--- config.mk ---
export PLATFORM = sky130hd
export DESIGN_NAME = rsc_controller
export DESIGN_NICKNAME = d
export VERILOG_FILES = /design/src/shared/rsc_pkg.sv /design/src/core/rsc_controller.sv
export SDC_FILE = /design/constraint.sdc
export NUM_CORES = 1
export LEC_CHECK = 0
export CORE_MARGIN = 3
export CORE_UTILIZATION = 49
export DETAILED_ROUTE_END_ITERATION = 10
export DONT_BUFFER_PORTS = 1
export MAX_ROUTING_LAYER = met4
export PLACE_DENSITY = 0.72
export SLEW_MARGIN = 0
export SYNTH_ARGS = -nofsm -noshare
export SYNTH_HDL_FRONTEND = slang
export SYNTH_SLANG_ARGS = --single-unit
--- constraint.sdc ---
create_clock -name core_clk -period 1.83 [get_ports core_clk]
set_input_delay 0.4575 -clock core_clk [delete_from_list [all_inputs] [get_ports core_clk]]
set_output_delay 0.4575 -clock core_clk [all_outputs]
set_load 0.02 [all_outputs]
--- src/shared/rsc_pkg.sv ---
// rsc_pkg: shared types and constants for the redundancy switch controller.
// assumes a single 250 MHz core clock and a synchronous active-high reset.
package rsc_pkg;

    // clock rate and derived timing
    localparam int unsigned CLK_HZ = 250_000_000;
    localparam int unsigned DEBOUNCE_US = 1000; // contact settle time, microseconds
    localparam int unsigned DEBOUNCE_CYC = (CLK_HZ / 1_000_000) * DEBOUNCE_US;
    localparam int unsigned BAUD_RATE = 9600; // remote serial rate
    localparam int unsigned BAUD_DIV = CLK_HZ / BAUD_RATE;

    // answer characters for remote position requests
    localparam logic [7:0] REPLY_REFUSED = 8'h3C; // '<'
    localparam logic [7:0] REPLY_DONE = 8'h3E; // '>'

    // reset values
    localparam logic FAULT_OPEN = 1'b0;

    // automatic policy encoding from rear switches
    typedef enum logic [1:0] {
        RSC_PRIMARY_PREFERRED_POLICY = 2'h0,
        RSC_LATCH_SECOND_POLICY = 2'h1,
        RSC_MINIMUM_SWITCHING_POLICY = 2'h2,
        RSC_POLICY_SPARE = 2'h3
    } rsc_policy_t;

    // front-panel selector contacts
    typedef struct packed {
        logic force_channel_one;
        logic force_channel_two;
    } rsc_selector_t;

    // momentary requests, front panel or remote
    typedef struct packed {
        logic switch_reset;
        logic history_reset;
    } rsc_reset_req_t;

    // indicator outputs
    typedef struct packed {
        logic channel_one_alarm;
        logic channel_two_alarm;
        logic remote_mode;
        logic manual_mode;
        logic supply_a_on;
        logic supply_b_on;
    } rsc_leds_t;

    // recorded past events
    typedef struct packed {
        logic channel_one_alarmed;
        logic channel_two_alarmed;
        logic switched;
    } rsc_history_t;

endpackage : rsc_pkg

--- src/core/rsc_controller.sv ---
// rsc_controller: relay selection, debounce, indicators and remote answers.
// assumes pins arrive asynchronously; remote requests are one-cycle core_clk pulses.
// What this block does
// RULE_01: primary mode leaves channel one only for good two
// RULE_02: primary mode returns when one clears or both alarm
// RULE_03: latch mode holds channel two once taken
// RULE_04: only switch reset releases latched channel two; here manual mode also clears the latch
// RULE_05: minimum mode leaves alarmed active for clear other
// RULE_06: minimum mode switches back under same condition
// RULE_07: relay position survives power loss, no default
// RULE_08: alarm polarity chosen by rear switch
// RULE_09: rear switches choose among three auto policies
// RULE_10: selector forces channel or hands to auto
// RULE_11: remote select only in auto; status reported
// RULE_12: resets accepted from panel or remote
// RULE_13: leds show alarms, mode and supplies
// RULE_14: fault output closes on internal fault or power loss
// RULE_15: remote serial link at 9600 baud, selectable signalling
// RULE_16: remote set enters remote mode until reset; here manual mode also ends it
// RULE_17: remote set answers less-than or greater-than
// RULE_18: pins synchronised and debounced before use; policy_pin and serial_rs422_pin are only synchronised
// RULE_19: history reset clears history, keeps relay
`timescale 1ns/1ns
module rsc_controller #(
    parameter int unsigned DEBOUNCE_CYCLES = rsc_pkg::DEBOUNCE_CYC
) (
    // clock and reset
    input wire logic core_clk,
    input wire logic rst,
    // alarm and panel pins (asynchronous)
    input wire logic channel_one_alarm_pin,
    input wire logic channel_two_alarm_pin,
    input wire rsc_pkg::rsc_selector_t selector_pin,
    input wire rsc_pkg::rsc_reset_req_t panel_button_pin,
    input wire logic supply_a_ok_pin,
    input wire logic supply_b_ok_pin,
    input wire logic internal_fault_pin,
    // rear configuration switches (asynchronous)
    input wire logic alarm_on_closure_pin,
    input wire logic [1:0] policy_pin,
    input wire logic serial_rs422_pin,
    // relay position sense, retained by the latching relay
    input wire logic relay_at_two_pin,
    // remote requests from the command decoder (core_clk domain)
    input wire logic remote_set_valid,
    input wire logic remote_set_two,
    input wire rsc_pkg::rsc_reset_req_t remote_reset,
    // indicators and relay drive
    output rsc_pkg::rsc_leds_t leds,
    output logic relay_pulse_one,
    output logic relay_pulse_two,
    output logic selected_two,
    // fault contact: high closes it to ground
    output logic fault_closed,
    // remote answer byte
    output logic reply_valid,
    output logic [7:0] reply_data,
    // monitoring
    output rsc_pkg::rsc_history_t history,
    output logic serial_rs422,
    output logic [15:0] baud_divisor
);
    import rsc_pkg::*;

    localparam int NPIN = 11; // pins passing through sync and debounce

    // raw pins packed for a common synchroniser
    logic [NPIN-1:0] raw_pins;
    logic [NPIN-1:0] sync1_reg; // first stage, read only by sync2
    logic [NPIN-1:0] sync2_reg;
    logic [NPIN-1:0] clean_reg; // debounced levels
    logic [NPIN-1:0][31:0] settle_reg; // per-pin stability counters
    logic [NPIN-1:0] clean_d_reg; // for edge detection on buttons

    assign raw_pins = {channel_one_alarm_pin, channel_two_alarm_pin, selector_pin,
                       panel_button_pin, supply_a_ok_pin, supply_b_ok_pin,
                       internal_fault_pin, alarm_on_closure_pin, relay_at_two_pin};

    // two-flop synchroniser for every pin
    always_ff @(posedge core_clk) begin
        if (rst) begin
            sync1_reg <= '0;
            sync2_reg <= '0;
        end else begin
            sync1_reg <= raw_pins; // RULE_18
            sync2_reg <= sync1_reg;
        end
    end

    // debounce: accept a new level only after it has held steady
    always_ff @(posedge core_clk) begin
        if (rst) begin
            clean_reg <= '0;
            settle_reg <= '0;
        end else begin
            for (int i = 0; i < NPIN; i++) begin
                if (sync2_reg[i] == clean_reg[i]) begin
                    settle_reg[i] <= '0;
                end else if (settle_reg[i] >= DEBOUNCE_CYCLES - 1) begin
                    clean_reg[i] <= sync2_reg[i]; // RULE_18
                    settle_reg[i] <= '0;
                end else begin
                    settle_reg[i] <= settle_reg[i] + 32'h1;
                end
            end
        end
    end

    // rear policy bits are static straps; two flops are enough
    logic [1:0] pol_s1_reg;
    logic [1:0] pol_s2_reg;
    logic rs_s1_reg;
    logic rs_s2_reg;
    always_ff @(posedge core_clk) begin
        if (rst) begin
            pol_s1_reg <= '0;
            pol_s2_reg <= '0;
            rs_s1_reg <= 1'b0;
            rs_s2_reg <= 1'b0;
        end else begin
            pol_s1_reg <= policy_pin;
            pol_s2_reg <= pol_s1_reg;
            rs_s1_reg <= serial_rs422_pin;
            rs_s2_reg <= rs_s1_reg;
        end
    end

    // named debounced signals
    logic a1_raw, a2_raw, sel_one, sel_two, btn_sw, btn_hist;
    logic sup_a, sup_b, int_fault, on_closure, relay_two_sense;
    logic btn_sw_edge, btn_hist_edge;
    assign {a1_raw, a2_raw, sel_one, sel_two, btn_sw, btn_hist,
            sup_a, sup_b, int_fault, on_closure, relay_two_sense} = clean_reg;
    assign btn_sw_edge = clean_reg[6] & ~clean_d_reg[6];
    assign btn_hist_edge = clean_reg[5] & ~clean_d_reg[5];

    // alarm polarity: closure to ground reads as low on the pin
    logic alarm_one, alarm_two;
    assign alarm_one = on_closure ? ~a1_raw : a1_raw; // RULE_08
    assign alarm_two = on_closure ? ~a2_raw : a2_raw; // RULE_08

    logic manual_mode, switch_reset, history_reset;
    rsc_policy_t policy;
    assign manual_mode = sel_one | sel_two; // RULE_10
    assign policy = rsc_policy_t'(pol_s2_reg); // RULE_09
    assign switch_reset = btn_sw_edge | remote_reset.switch_reset; // RULE_12
    assign history_reset = btn_hist_edge | remote_reset.history_reset; // RULE_12

    // selection state
    logic sel_two_reg; // present choice, high for channel two
    logic latched_reg; // latch policy hold
    logic remote_reg; // remote mode active
    logic restored_reg; // relay sense taken after reset
    logic sel_two_next;
    // sync stages plus debounce: sense is trustworthy only after this many cycles
    localparam int unsigned RESTORE_WAIT = DEBOUNCE_CYCLES + 3;
    logic [31:0] restore_cnt_reg; // cycles since reset release, saturating

    // next channel from mode and policy
    always_comb begin
        sel_two_next = sel_two_reg;
        if (!restored_reg) begin
            sel_two_next = relay_two_sense; // RULE_07
        end else if (manual_mode) begin
            sel_two_next = sel_two; // RULE_10
        end else if (remote_set_valid) begin
            sel_two_next = remote_set_two; // RULE_11
        end else if (remote_reg) begin
            sel_two_next = sel_two_reg; // remote holds its position
        end else begin
            case (policy)
                RSC_PRIMARY_PREFERRED_POLICY: begin
                    if (!sel_two_reg && alarm_one && !alarm_two) begin
                        sel_two_next = 1'b1; // RULE_01
                    end else if (sel_two_reg && (!alarm_one || alarm_two)) begin
                        sel_two_next = 1'b0; // RULE_02
                    end
                end
                RSC_LATCH_SECOND_POLICY: begin
                    if (switch_reset) begin
                        sel_two_next = 1'b0; // RULE_04
                    end else if (latched_reg) begin
                        sel_two_next = 1'b1; // RULE_03
                    end else if (alarm_one && !alarm_two) begin
                        sel_two_next = 1'b1; // RULE_03
                    end else begin
                        sel_two_next = 1'b0;
                    end
                end
                RSC_MINIMUM_SWITCHING_POLICY: begin
                    if (!sel_two_reg && alarm_one && !alarm_two) begin
                        sel_two_next = 1'b1; // RULE_05
                    end else if (sel_two_reg && alarm_two && !alarm_one) begin
                        sel_two_next = 1'b0; // RULE_06
                    end
                end
                default: begin
                    sel_two_next = sel_two_reg; // spare setting holds position
                end
            endcase
        end
    end

    // selection, latch and remote mode registers
    always_ff @(posedge core_clk) begin
        if (rst) begin
            sel_two_reg <= 1'b0;
            latched_reg <= 1'b0;
            remote_reg <= 1'b0;
            restored_reg <= 1'b0;
            restore_cnt_reg <= '0;
            clean_d_reg <= '0;
        end else begin
            clean_d_reg <= clean_reg;
            // debounced levels start at zero, so wait until sense has passed the filter
            restore_cnt_reg <= (restore_cnt_reg < RESTORE_WAIT) ? restore_cnt_reg + 32'h1
                : restore_cnt_reg;
            restored_reg <= restored_reg | (restore_cnt_reg >= RESTORE_WAIT); // RULE_07
            sel_two_reg <= sel_two_next;
            if (switch_reset || manual_mode) begin
                latched_reg <= 1'b0; // RULE_04
            end else if (policy == RSC_LATCH_SECOND_POLICY && sel_two_next && !remote_reg) begin
                latched_reg <= 1'b1; // RULE_03
            end
            if (switch_reset || manual_mode) begin
                remote_reg <= 1'b0; // RULE_16
            end else if (remote_set_valid) begin
                remote_reg <= 1'b1; // RULE_16
            end
        end
    end

    // once restored_reg is set, relay coil pulses whenever the choice differs from the sensed position
    always_ff @(posedge core_clk) begin
        if (rst) begin
            relay_pulse_one <= 1'b0;
            relay_pulse_two <= 1'b0;
            selected_two <= 1'b0;
        end else begin
            relay_pulse_one <= restored_reg & ~sel_two_reg & relay_two_sense;
            relay_pulse_two <= restored_reg & sel_two_reg & ~relay_two_sense;
            selected_two <= sel_two_reg;
        end
    end

    // remote answer characters
    always_ff @(posedge core_clk) begin
        if (rst) begin
            reply_valid <= 1'b0;
            reply_data <= 8'h00;
        end else begin
            reply_valid <= remote_set_valid; // RULE_17
            if (remote_set_valid) begin
                reply_data <= manual_mode ? REPLY_REFUSED : REPLY_DONE; // RULE_17
            end
        end
    end

    // indicators, fault contact and serial configuration
    always_ff @(posedge core_clk) begin
        if (rst) begin
            leds <= '0;
            fault_closed <= FAULT_OPEN;
            serial_rs422 <= 1'b0;
            baud_divisor <= 16'h0000;
        end else begin
            leds.channel_one_alarm <= alarm_one; // RULE_13
            leds.channel_two_alarm <= alarm_two; // RULE_13
            leds.remote_mode <= remote_reg; // RULE_16
            leds.manual_mode <= manual_mode; // RULE_13
            leds.supply_a_on <= sup_a; // RULE_13
            leds.supply_b_on <= sup_b; // RULE_13
            // losing both supplies also closes the contact
            fault_closed <= int_fault | ~(sup_a | sup_b); // RULE_14
            serial_rs422 <= rs_s2_reg; // RULE_15
            baud_divisor <= 16'(BAUD_DIV); // RULE_15
        end
    end

    // event history, cleared only by rst or history reset
    always_ff @(posedge core_clk) begin
        if (rst) begin
            history <= '0;
        end else begin
            // a new event in the clearing cycle wins over the clear
            history.channel_one_alarmed <= (history.channel_one_alarmed & ~history_reset)
                | alarm_one; // RULE_19
            history.channel_two_alarmed <= (history.channel_two_alarmed & ~history_reset)
                | alarm_two; // RULE_19
            history.switched <= (history.switched & ~history_reset)
                | (restored_reg & (sel_two_next != sel_two_reg)); // RULE_19
        end
    end

endmodule : rsc_controller

Word level (Yosys, flattened, before mapping). Index checks and enable logic that the tools add are counted.

Output and inout port bits: 39. Register bits: 473. Input bits: 20. Logic and storage cells: 182.

Order comparisons: 13. Bitwise operators: 38. Reductions and logical operators: 38. Muxes and demuxes: 16. Eq/ne operators: 14. $add $sub $neg: 12.

Operators by type and width (count): $add A32 B1 Y32 const B (12); $ge A32 B18 Y1 const B (12); $reduce_or A3 Y1 (11); $lt A32 B18 Y1 const B (1); $reduce_and A2 Y1 (11); $not A1 Y1 (19); $mux W15 (1); $mux W1 (13); $eq A1 B1 Y1 (11); $and A1 B1 Y1 (10); $or A1 B1 Y1 (9); $logic_and A1 B1 Y1 (8); $logic_not A1 Y1 (4); $pmux W1 S3 (1); $eq A2 B1 Y1 const B (1); $eq A2 B2 Y1 const B (1); $logic_not A2 Y1 (1); $logic_or A1 B1 Y1 (2); $mux W2 (1); $reduce_or A2 Y1 (1); $ne A1 B1 Y1 (1).

Longest topological paths before layout. Gate-level depths: netlist of the first run.

Depth in word-level cells: 15. Gate-level depth with buffers: 8. Mapped depth without buffers: 6.

Worst setup path after synthesis of the first run. No wires, ideal clock.

Path type: reg-to-reg. Start: register settle_reg[32] (netlist bit). End: register settle_reg[49] (netlist bit). Required time: 1.766 ns. Setup time: 0.064 ns. Clock period less this slack: 2.012 ns. Buffers on the path: 2. Stages on the path, launching flop included: 9. Path slack: -0.182 ns. Data arrival time: 1.948 ns. Path through: dfxtp_1 -> ha_1 -> and3_1 -> o41ai_2 -> a21oi_1 -> or4b_1 -> buf_2 -> buf_6 -> nor2_1.

Word-level cells in the longest chain between the ends: 2. Elaborated cells on any way between the ends: 3. Classes of those cells: add/sub (1); order compare (1); reduce/logical (1).

RTL lines: start, declared (RTL line rsc_controller.sv:72) `logic [NPIN-1:0][31:0] settle_reg;`; start signal, assigned by index (RTL line rsc_controller.sv:103) `settle_reg[i] <= settle_reg[i] + 32'h1;`; $ge A32 B18 Y1 (RTL line rsc_controller.sv:99) `end else if (settle_reg[i] >= DEBOUNCE_CYCLES - 1) begin`; $reduce_or A3 Y1 (no line).

Several ways; a longest one is shown, not always the timed one. A chain may end at the register's enable or synchronous reset.

Worst setup path in the final report of the first run.
Start: register settle_reg[161] (netlist bit). End: register settle_reg[173] (netlist bit).

Same word-level chain as after synthesis.

==> results of run 1 <==
-- metrics by stage --
step / cell area (um2) / total power [mW] / hold WS (ns) / TNS, ns / utilization [%]
global route: 20400 / 20.3 / -0.00449 / -18.27 / 65.9
detailed placement: 17300 / 10.5 / 0.426 / -5.76 / 55.8
finish: 20400 / 19.5 / 0.0352 / -8.83 / 65.9
CTS: 19200 / 19.7 / 0.00116 / -4.64 / 62.0
global placement: 17300 / 10.5 / 0.420 / -3.04 / 55.8
floorplan: 16500 / 10.5 / 0.414 / -1.90 / -
-- per-layer routing --
metal  global-route usage (%)  up-vias  routed length, um
met5                        -        -                  0
met4                     3.93        0                483
met3                     3.18       44               1290
met2                     29.2      181              15400
met1                     21.0     5324              13500
li1                         -     5650                  -
-- worst min-delay path by stage --
stage                          start                  end  slack (ns)  cells past startpoint
floorplan              pol_s1_reg[0]        pol_s2_reg[0]        0.41                      1
CTS                              rst  restore_cnt_reg[17]       0.001                      1
finish              remote_set_valid           remote_reg        0.04                      1
global route                     rst  restore_cnt_reg[28]      -0.004                      1
detailed placement         rs_s1_reg            rs_s2_reg        0.43                      1
global placement        sync1_reg[7]         sync2_reg[7]        0.42                      1
-- repair_timing --
action | in CTS | in global routing
hold buffers | 2 | 2
pin swaps | 53 | 45
endpoints found under the hold margin | 21 | 9
cloned | 14 | 11
buffers inserted | 9 | 9
resized for setup | 70 | 258
endpoints found under the setup margin | 199 | 212
-- layout make-up --
cell class,count,area [um2]
clock buffer,61,1300
clock inverter,21,224
fill,2295,10600
inverter,19,71.3
multi-input combinational,1173,8020
sequential,447,8990
tap,396,495
timing repair buffer,143,1330
-- worst reg2reg max path, cell delays in order, from the launching register on --
cell and delay (ns):
dfxtp_2 0.33, ha_4 0.15, and3_4 0.19, o41ai_4 0.24, a21oi_2 0.11, or4b_4 0.58, buf_4 0.18, nor2_1 0.13
-- power by group through the flow --
stage	combinational [mW]	clock, mW	sequential, mW
3_3_place_gp	0.227	0	10.3
4_1_cts	0.251	9.39	10.1
2_1_floorplan	0.238	0	10.3
5_1_grt	0.319	9.85	10.1
3_5_place_dp	0.231	0	10.3
6_report	0.276	9.16	10.1
-- synthesized netlist by cell type (all sizes together), types with 2 or more instances --
| cell type | n |
|---|---|
| or3 | 8 |
| a21o | 3 |
| mux2i | 10 |
| o211ai | 2 |
| nand3 | 63 |
| xnor2 | 85 |
| a211oi | 2 |
| a31oi | 13 |
| nor2b | 64 |
| dfxtp | 447 |
| and4 | 29 |
| mux2 | 6 |
| a21oi | 35 |
| a211o | 3 |
| ha | 12 |
| nand4 | 49 |
| o21ai | 13 |
| o41ai | 11 |
| and2 | 2 |
| nand2b | 5 |
| nand2 | 90 |
| buf | 47 |
| nor4 | 51 |
| or4b | 10 |
| inv | 18 |
| and3 | 40 |
| nor2 | 262 |
| a2111oi | 2 |
| nor3b | 3 |
| clkbuf | 18 |
| nor3 | 20 |
| xor2 | 96 |
| a21bo | 2 |
| a31o | 3 |
| nor4b | 4 |
-- logic make-up (layout without fill, tap and decap cells) --
logic type,count (synthesis),count (layout),synth area share [%]
compound gates,95,96,4.60
xor+xnor,181,181,10.2
fa+ha+maj,12,12,0.962
buf+inv,84,244,3.00
flops,447,447,57.4
mux,16,16,1.07
other cells,1,164,0.0240
simple gates,702,704,22.8
==> results by group, run 1 <==
Clocking
  – Reg clk slew, reported paths: 0.06 ns
  – Clock Sinks: 447
  – H-tree levels: 2
  – Worst-skew pair later-pin latency: 0.54 ns
  – Clock buffer depth: 3
  – CTS Buf Count: 45
  – CTS tree: built
  – Root Buffer: clkbuf_16

Critical path
  – Terminus of the critical flop-to-flop path: settle_reg[173]
  – FF-to-FF setup slack: -0.15 ns
  – Crit path max-delay cell type: or4b_4
  – CP top delay family: simple AND/OR/NAND/NOR gates
  – Worst-path fanout max: 4
  – CP max stage delay: 0.58 ns
  – Startpoint types: flip-flop
  – Arrival @ worst endpoint: 2.44 ns
  – CP Capture Type: flip-flop
  – Required time worst endpoint: 2.29 ns
  – Setup crit end: settle_reg[173]
  – CP Depth: 7
  – Critical path type: reg -> reg
  – Reg-to-Reg Start: settle_reg[161]
  – Worst reg2reg path depth: 7
  – Critical-path cell list: ha_4, and3_4, o41ai_4, a21oi_2, or4b_4, buf_4, nor2_1
  – Critical path buffers and inverters: 1
  – Crit path from: settle_reg[161]

Synthesis
  – Synth Register Bits: 447
  – Cells after Synth: 1538
  – Top-area cell type share of the netlist area: 57.4%
  – Ys flop type: dfxtp_1
  – Distinct cells, synth: 55
  – Leading area contributor after synthesis: dfxtp_1
  – Dominant cells by area after synthesis: dfxtp_1 57%, nor2_1 6.3%, xor2_1 5.4%
  – Number of synthesized flops with an enable pin: 0
  – Seq/Total Area, Yosys: 57.4%
  – Asr flop ratio synth: 0%
  – Mapped Area: 15600 um2
  – Yosys warning count: 0
  – Mean Syn Cell Area: 10.1 um2

Place
  – Port Buf Inserts: 0
  – Placed insts: 2131
  – Dpl hpwl: 17700 um
  – GP Congestion: 0.822
  – DP Worst Slack: -0.0983 ns

STA
  – Slew @ Worst Pin: 0.991 ns
  – Layout Skew: 0.0190 ns
  – Setup ws final: -0.151 ns
  – Final Hold Fails: 0
  – Unrepaired setup endpoints after global routing: true
  – Slew Viols, Final: 0
  – Fin crit share: 108%
  – # setup viols final: 180
  – Min Tclk post-route: 1.98 ns
  – Max Fclk: 0.505 GHz
  – Relative slew slack: 33.7%

Final layout
  – Syn-to-layout area delta: 30.9%
  – Layout cell share with drive strength beyond 1: 24.9%
  – Commonest non-fill, non-tap cell in the layout: dfxtp_1
  – ANT cells: 0
  – Max reg flops: 352
  – Nets: 1861
  – Post-Layout Cell Count: 2260
  – Commonest non-fill, non-tap cells in the layout: 418 x dfxtp_1, 164 x conb_1, 136 x nor2_1

Die
  – Top-level I/O count: 59
  – Die H: 184 um
  – Die width: 184 um
  – Core Box Area: 31000 um2
  – Die ar.: 34000 um2
  – Initial core utilization: 50.3%
  – Row Count: 64

Worst hold path
  – Hold Crit Class: in -> reg

Routing
  – DR WL/cell: 13.6 um
  – Residual DRC: 0
  – Pre-antenna DRT Iters: 5
  – DRT antenna net count: 0
  – Vias/cell: 4.96
  – Via count: 11199
  – Final WL: 30700 um
  – Iter 0 DRT Violations: 502

Power
  – VDD IR max: 0.658 mV
  – Clock share of power: 46.9%
  – Pwr/cell area: 956 nW/um2
  – Sw power: 4.00 mW
  – Pint: 15.5 mW
  – Switching part of the total: 20.5%
  – Combinational Power Share: 1.4%
  – Sequential share of power: 51.7%
  – Leak: 7.47 nW

Global route
  – Global-route wire length before repair: 47700 um
  – Largest net degree at the start of global routing: 77
  – GRT Util Overall: 17.1%
  – Remaining Overflow, GRT: 0
  – Vias in the first global route: 10666
  – Antenna violations before repair: 0

Run
  – Max-cap violations: 0

Outcome
  – Failing checks: negative setup slack
  – Status: complete, but fails checks
Power figures use the tool's default switching activity.
==> run 2, diff against run 1 <==
Settings changed: CORE_ASPECT_RATIO set to 1.4.
==> results by group, run 2 (synthesized netlist as in run 1, its figures left out) <==
Outcome
  – Status: complete, but fails checks
  – Failing checks: negative setup slack

Place
  – Port Buf Inserts: 0 (unchanged)
  – Dpl hpwl: 18100 um (+2.8%)
  – GP Congestion: 0.798 (-3.0%)
  – Placed insts: 2133 (+0.094%)
  – DP Worst Slack: -0.104 ns (-0.00543 ns)

STA
  – # setup viols final: 186 (+3.3%)
  – Unrepaired setup endpoints after global routing: true
  – Relative slew slack: 62.4% (+29 points)
  – Max Fclk: 0.503 GHz (-0.37%)
  – Final Hold Fails: 0 (unchanged)
  – Layout Skew: 0.0128 ns (-0.00620 ns)
  – Hold_ws: 0.0266 ns (-0.00867 ns)
  – Min Tclk post-route: 1.99 ns (+0.00733 ns)
  – Slew Viols, Final: 0 (unchanged)
  – Setup ws final: -0.158 ns (-0.00733 ns)
  – Slew @ Worst Pin: 0.562 ns (-0.429 ns)
  – Fin crit share: 109% (+0.40 points)

Routing
  – Residual DRC: 0 (unchanged)
  – Vias/cell: 4.97 (+0.38%)
  – Pre-antenna DRT Iters: 5 (unchanged)
  – Iter 0 DRT Violations: 506 (+0.80%)
  – DRT antenna net count: 0 (unchanged)
  – DR WL/cell: 13.5 um (-0.81%)
  – Via count: 11276 (+0.69%)
  – Final WL: 30500 um (-0.50%)

Final layout
  – Post-Layout Cell Count: 2267 (+0.31%)
  – ANT cells: 0 (unchanged)
  – Final Util: 66.1% (+0.19 points)
  – Syn-to-layout area delta: 31.7%
  – Filler cell count: 2303 (+0.35%)
  – Commonest non-fill, non-tap cells in the layout: 422 x dfxtp_1, 164 x conb_1, 128 x nor2_1
  – Reg area: 8980 um2 (about the same)
  – Nets: 1881 (+1.1%)
  – Commonest non-fill, non-tap cell in the layout: dfxtp_1
  – Layout cell share with drive strength beyond 1: 25.4% (+0.47 points)
  – Multi-input logic area: 8060 um2 (+0.45%)
  – Max reg flops: 352 (unchanged)

Clocking
  – Clock buffer depth: 3 (unchanged)
  – Worst-skew pair later-pin latency: 0.53 ns (about the same)
  – CTS tree: built
  – CTS Buf Count: 41 (-8.9%)
  – H-tree levels: 2 (unchanged)
  – Root Buffer: clkbuf_16
  – Reg clk slew, reported paths: 0.06 ns (about the same)
  – Clock Sinks: 447 (unchanged)

Critical path
  – Required time worst endpoint: 2.30 ns (about the same)
  – Worst-path fanout max: 9 (+5)
  – Critical path type: reg -> reg
  – Startpoint types: flip-flop
  – CP Capture Type: flip-flop
  – Arrival @ worst endpoint: 2.46 ns (+0.02 ns)

Global route
  – Vias in the first global route: 11016 (+3.3%)
  – Antenna violations before repair: 0 (unchanged)
  – Remaining Overflow, GRT: 0 (unchanged)
  – GRT Util Overall: 17.1% (+0.076 points)
  – Largest net degree at the start of global routing: 88 (+14%)
  – Global-route wire length before repair: 48300 um (+1.2%)

Run
  – Max-cap violations: 0 (unchanged)

Power
  – Pwr/cell area: 915 nW/um2 (-4.2%)
  – Sw power: 3.71 mW (-7.4%)
  – Clock share of power: 45.1% (-1.8 points)
  – VDD IR max: 0.829 mV (+26%)
  – Leak: 7.57 nW (+1.4%)
  – Pwr Total: 18.8 mW (-3.6%)
  – Combinational Power Share: 1.4% (about the same)
  – Pint: 15.1 mW (-2.6%)
  – Switching part of the total: 19.7% (-0.81 points)
  – Sequential share of power: 53.5% (+1.8 points)

Die
  – Initial core utilization: 50.2% (-0.17 points)
  – Top-level I/O count: 59 (unchanged)
  – Die ar.: 34000 um2 (about the same)
  – Row Count: 76 (+19%)
  – Core Box Area: 31100 um2 (+0.34%)
  – Die width: 157 um (-15%)
  – Die H: 217 um (+18%)

Worst hold path
  – Hold Crit Class: in -> reg
==> run 2: stage by stage <==
step,TNS [ns],area (um2)
floorplan,-1.90,16500
global placement,-2.92,17300
detailed placement,-8.40,17300
CTS,-5.68,19300
global route,-21.40,20500
finish,-10.51,20500
==> run 2: power groups by stage <==
stage	registers, mW	logic [mW]	clock network [mW]
floorplan	10.3	0.238	0
detailed placement	10.3	0.232	0
global route	10.1	0.310	9.09
global placement	10.3	0.230	0
CTS	10.1	0.255	8.69
finish	10.1	0.269	8.47
==> run 2: final timing paths <==
kind                                startpoint        endpoint  slack [ns]  cells past startpoint
worst min register to register   sync1_reg[10]   sync2_reg[10]        0.44                      1
worst max register to register  settle_reg[97]  settle_reg[98]       -0.16                      7
worst max-delay path            settle_reg[97]  settle_reg[98]       -0.16                      7
worst min-delay path                       rst         leds[5]        0.03                      1
==> run 2: per-layer routing <==
| layer | part of all wire (%) | wire (um) | GRT usage (%) | up-vias |
|---|---|---|---|---|
| li1 | - | - | - | 5683 |
| met1 | 41 | 12600 | 19.2 | 5363 |
| met2 | 52 | 16000 | 30.1 | 164 |
| met3 | 3.4 | 1050 | 3.30 | 66 |
| met4 | 2.7 | 825 | 6.31 | 0 |
| met5 | 0 | 0 | - | - |
==> run 2: timing repair <==
action,4_1_cts,5_1_grt
hold buffers,8,1
gates cloned,15,9
pin swaps,59,60
endpoints found under the hold margin,16,2
setup endpoints to repair,191,218
setup buffers,18,13
resized for setup,77,277
==> run 2: critical path, cell delays in order, from the launching register on <==
cell and delay, ns:
dfxtp_2 0.33, ha_4 0.15, and3_4 0.18, o41ai_2 0.23, a21oi_1 0.14, or4b_4 0.61
buf_12 0.18, nor2_2 0.10
==> run 2: final cells by class <==
cell class              instances  area share [%]
clock buffers                  62            5.96
clock inverters                 9           0.603
inverters                      19           0.347
multi-input cells            1171            39.2
flip-flops and latches        447            43.7
well taps                     390            2.37
repair buffers                169            7.79
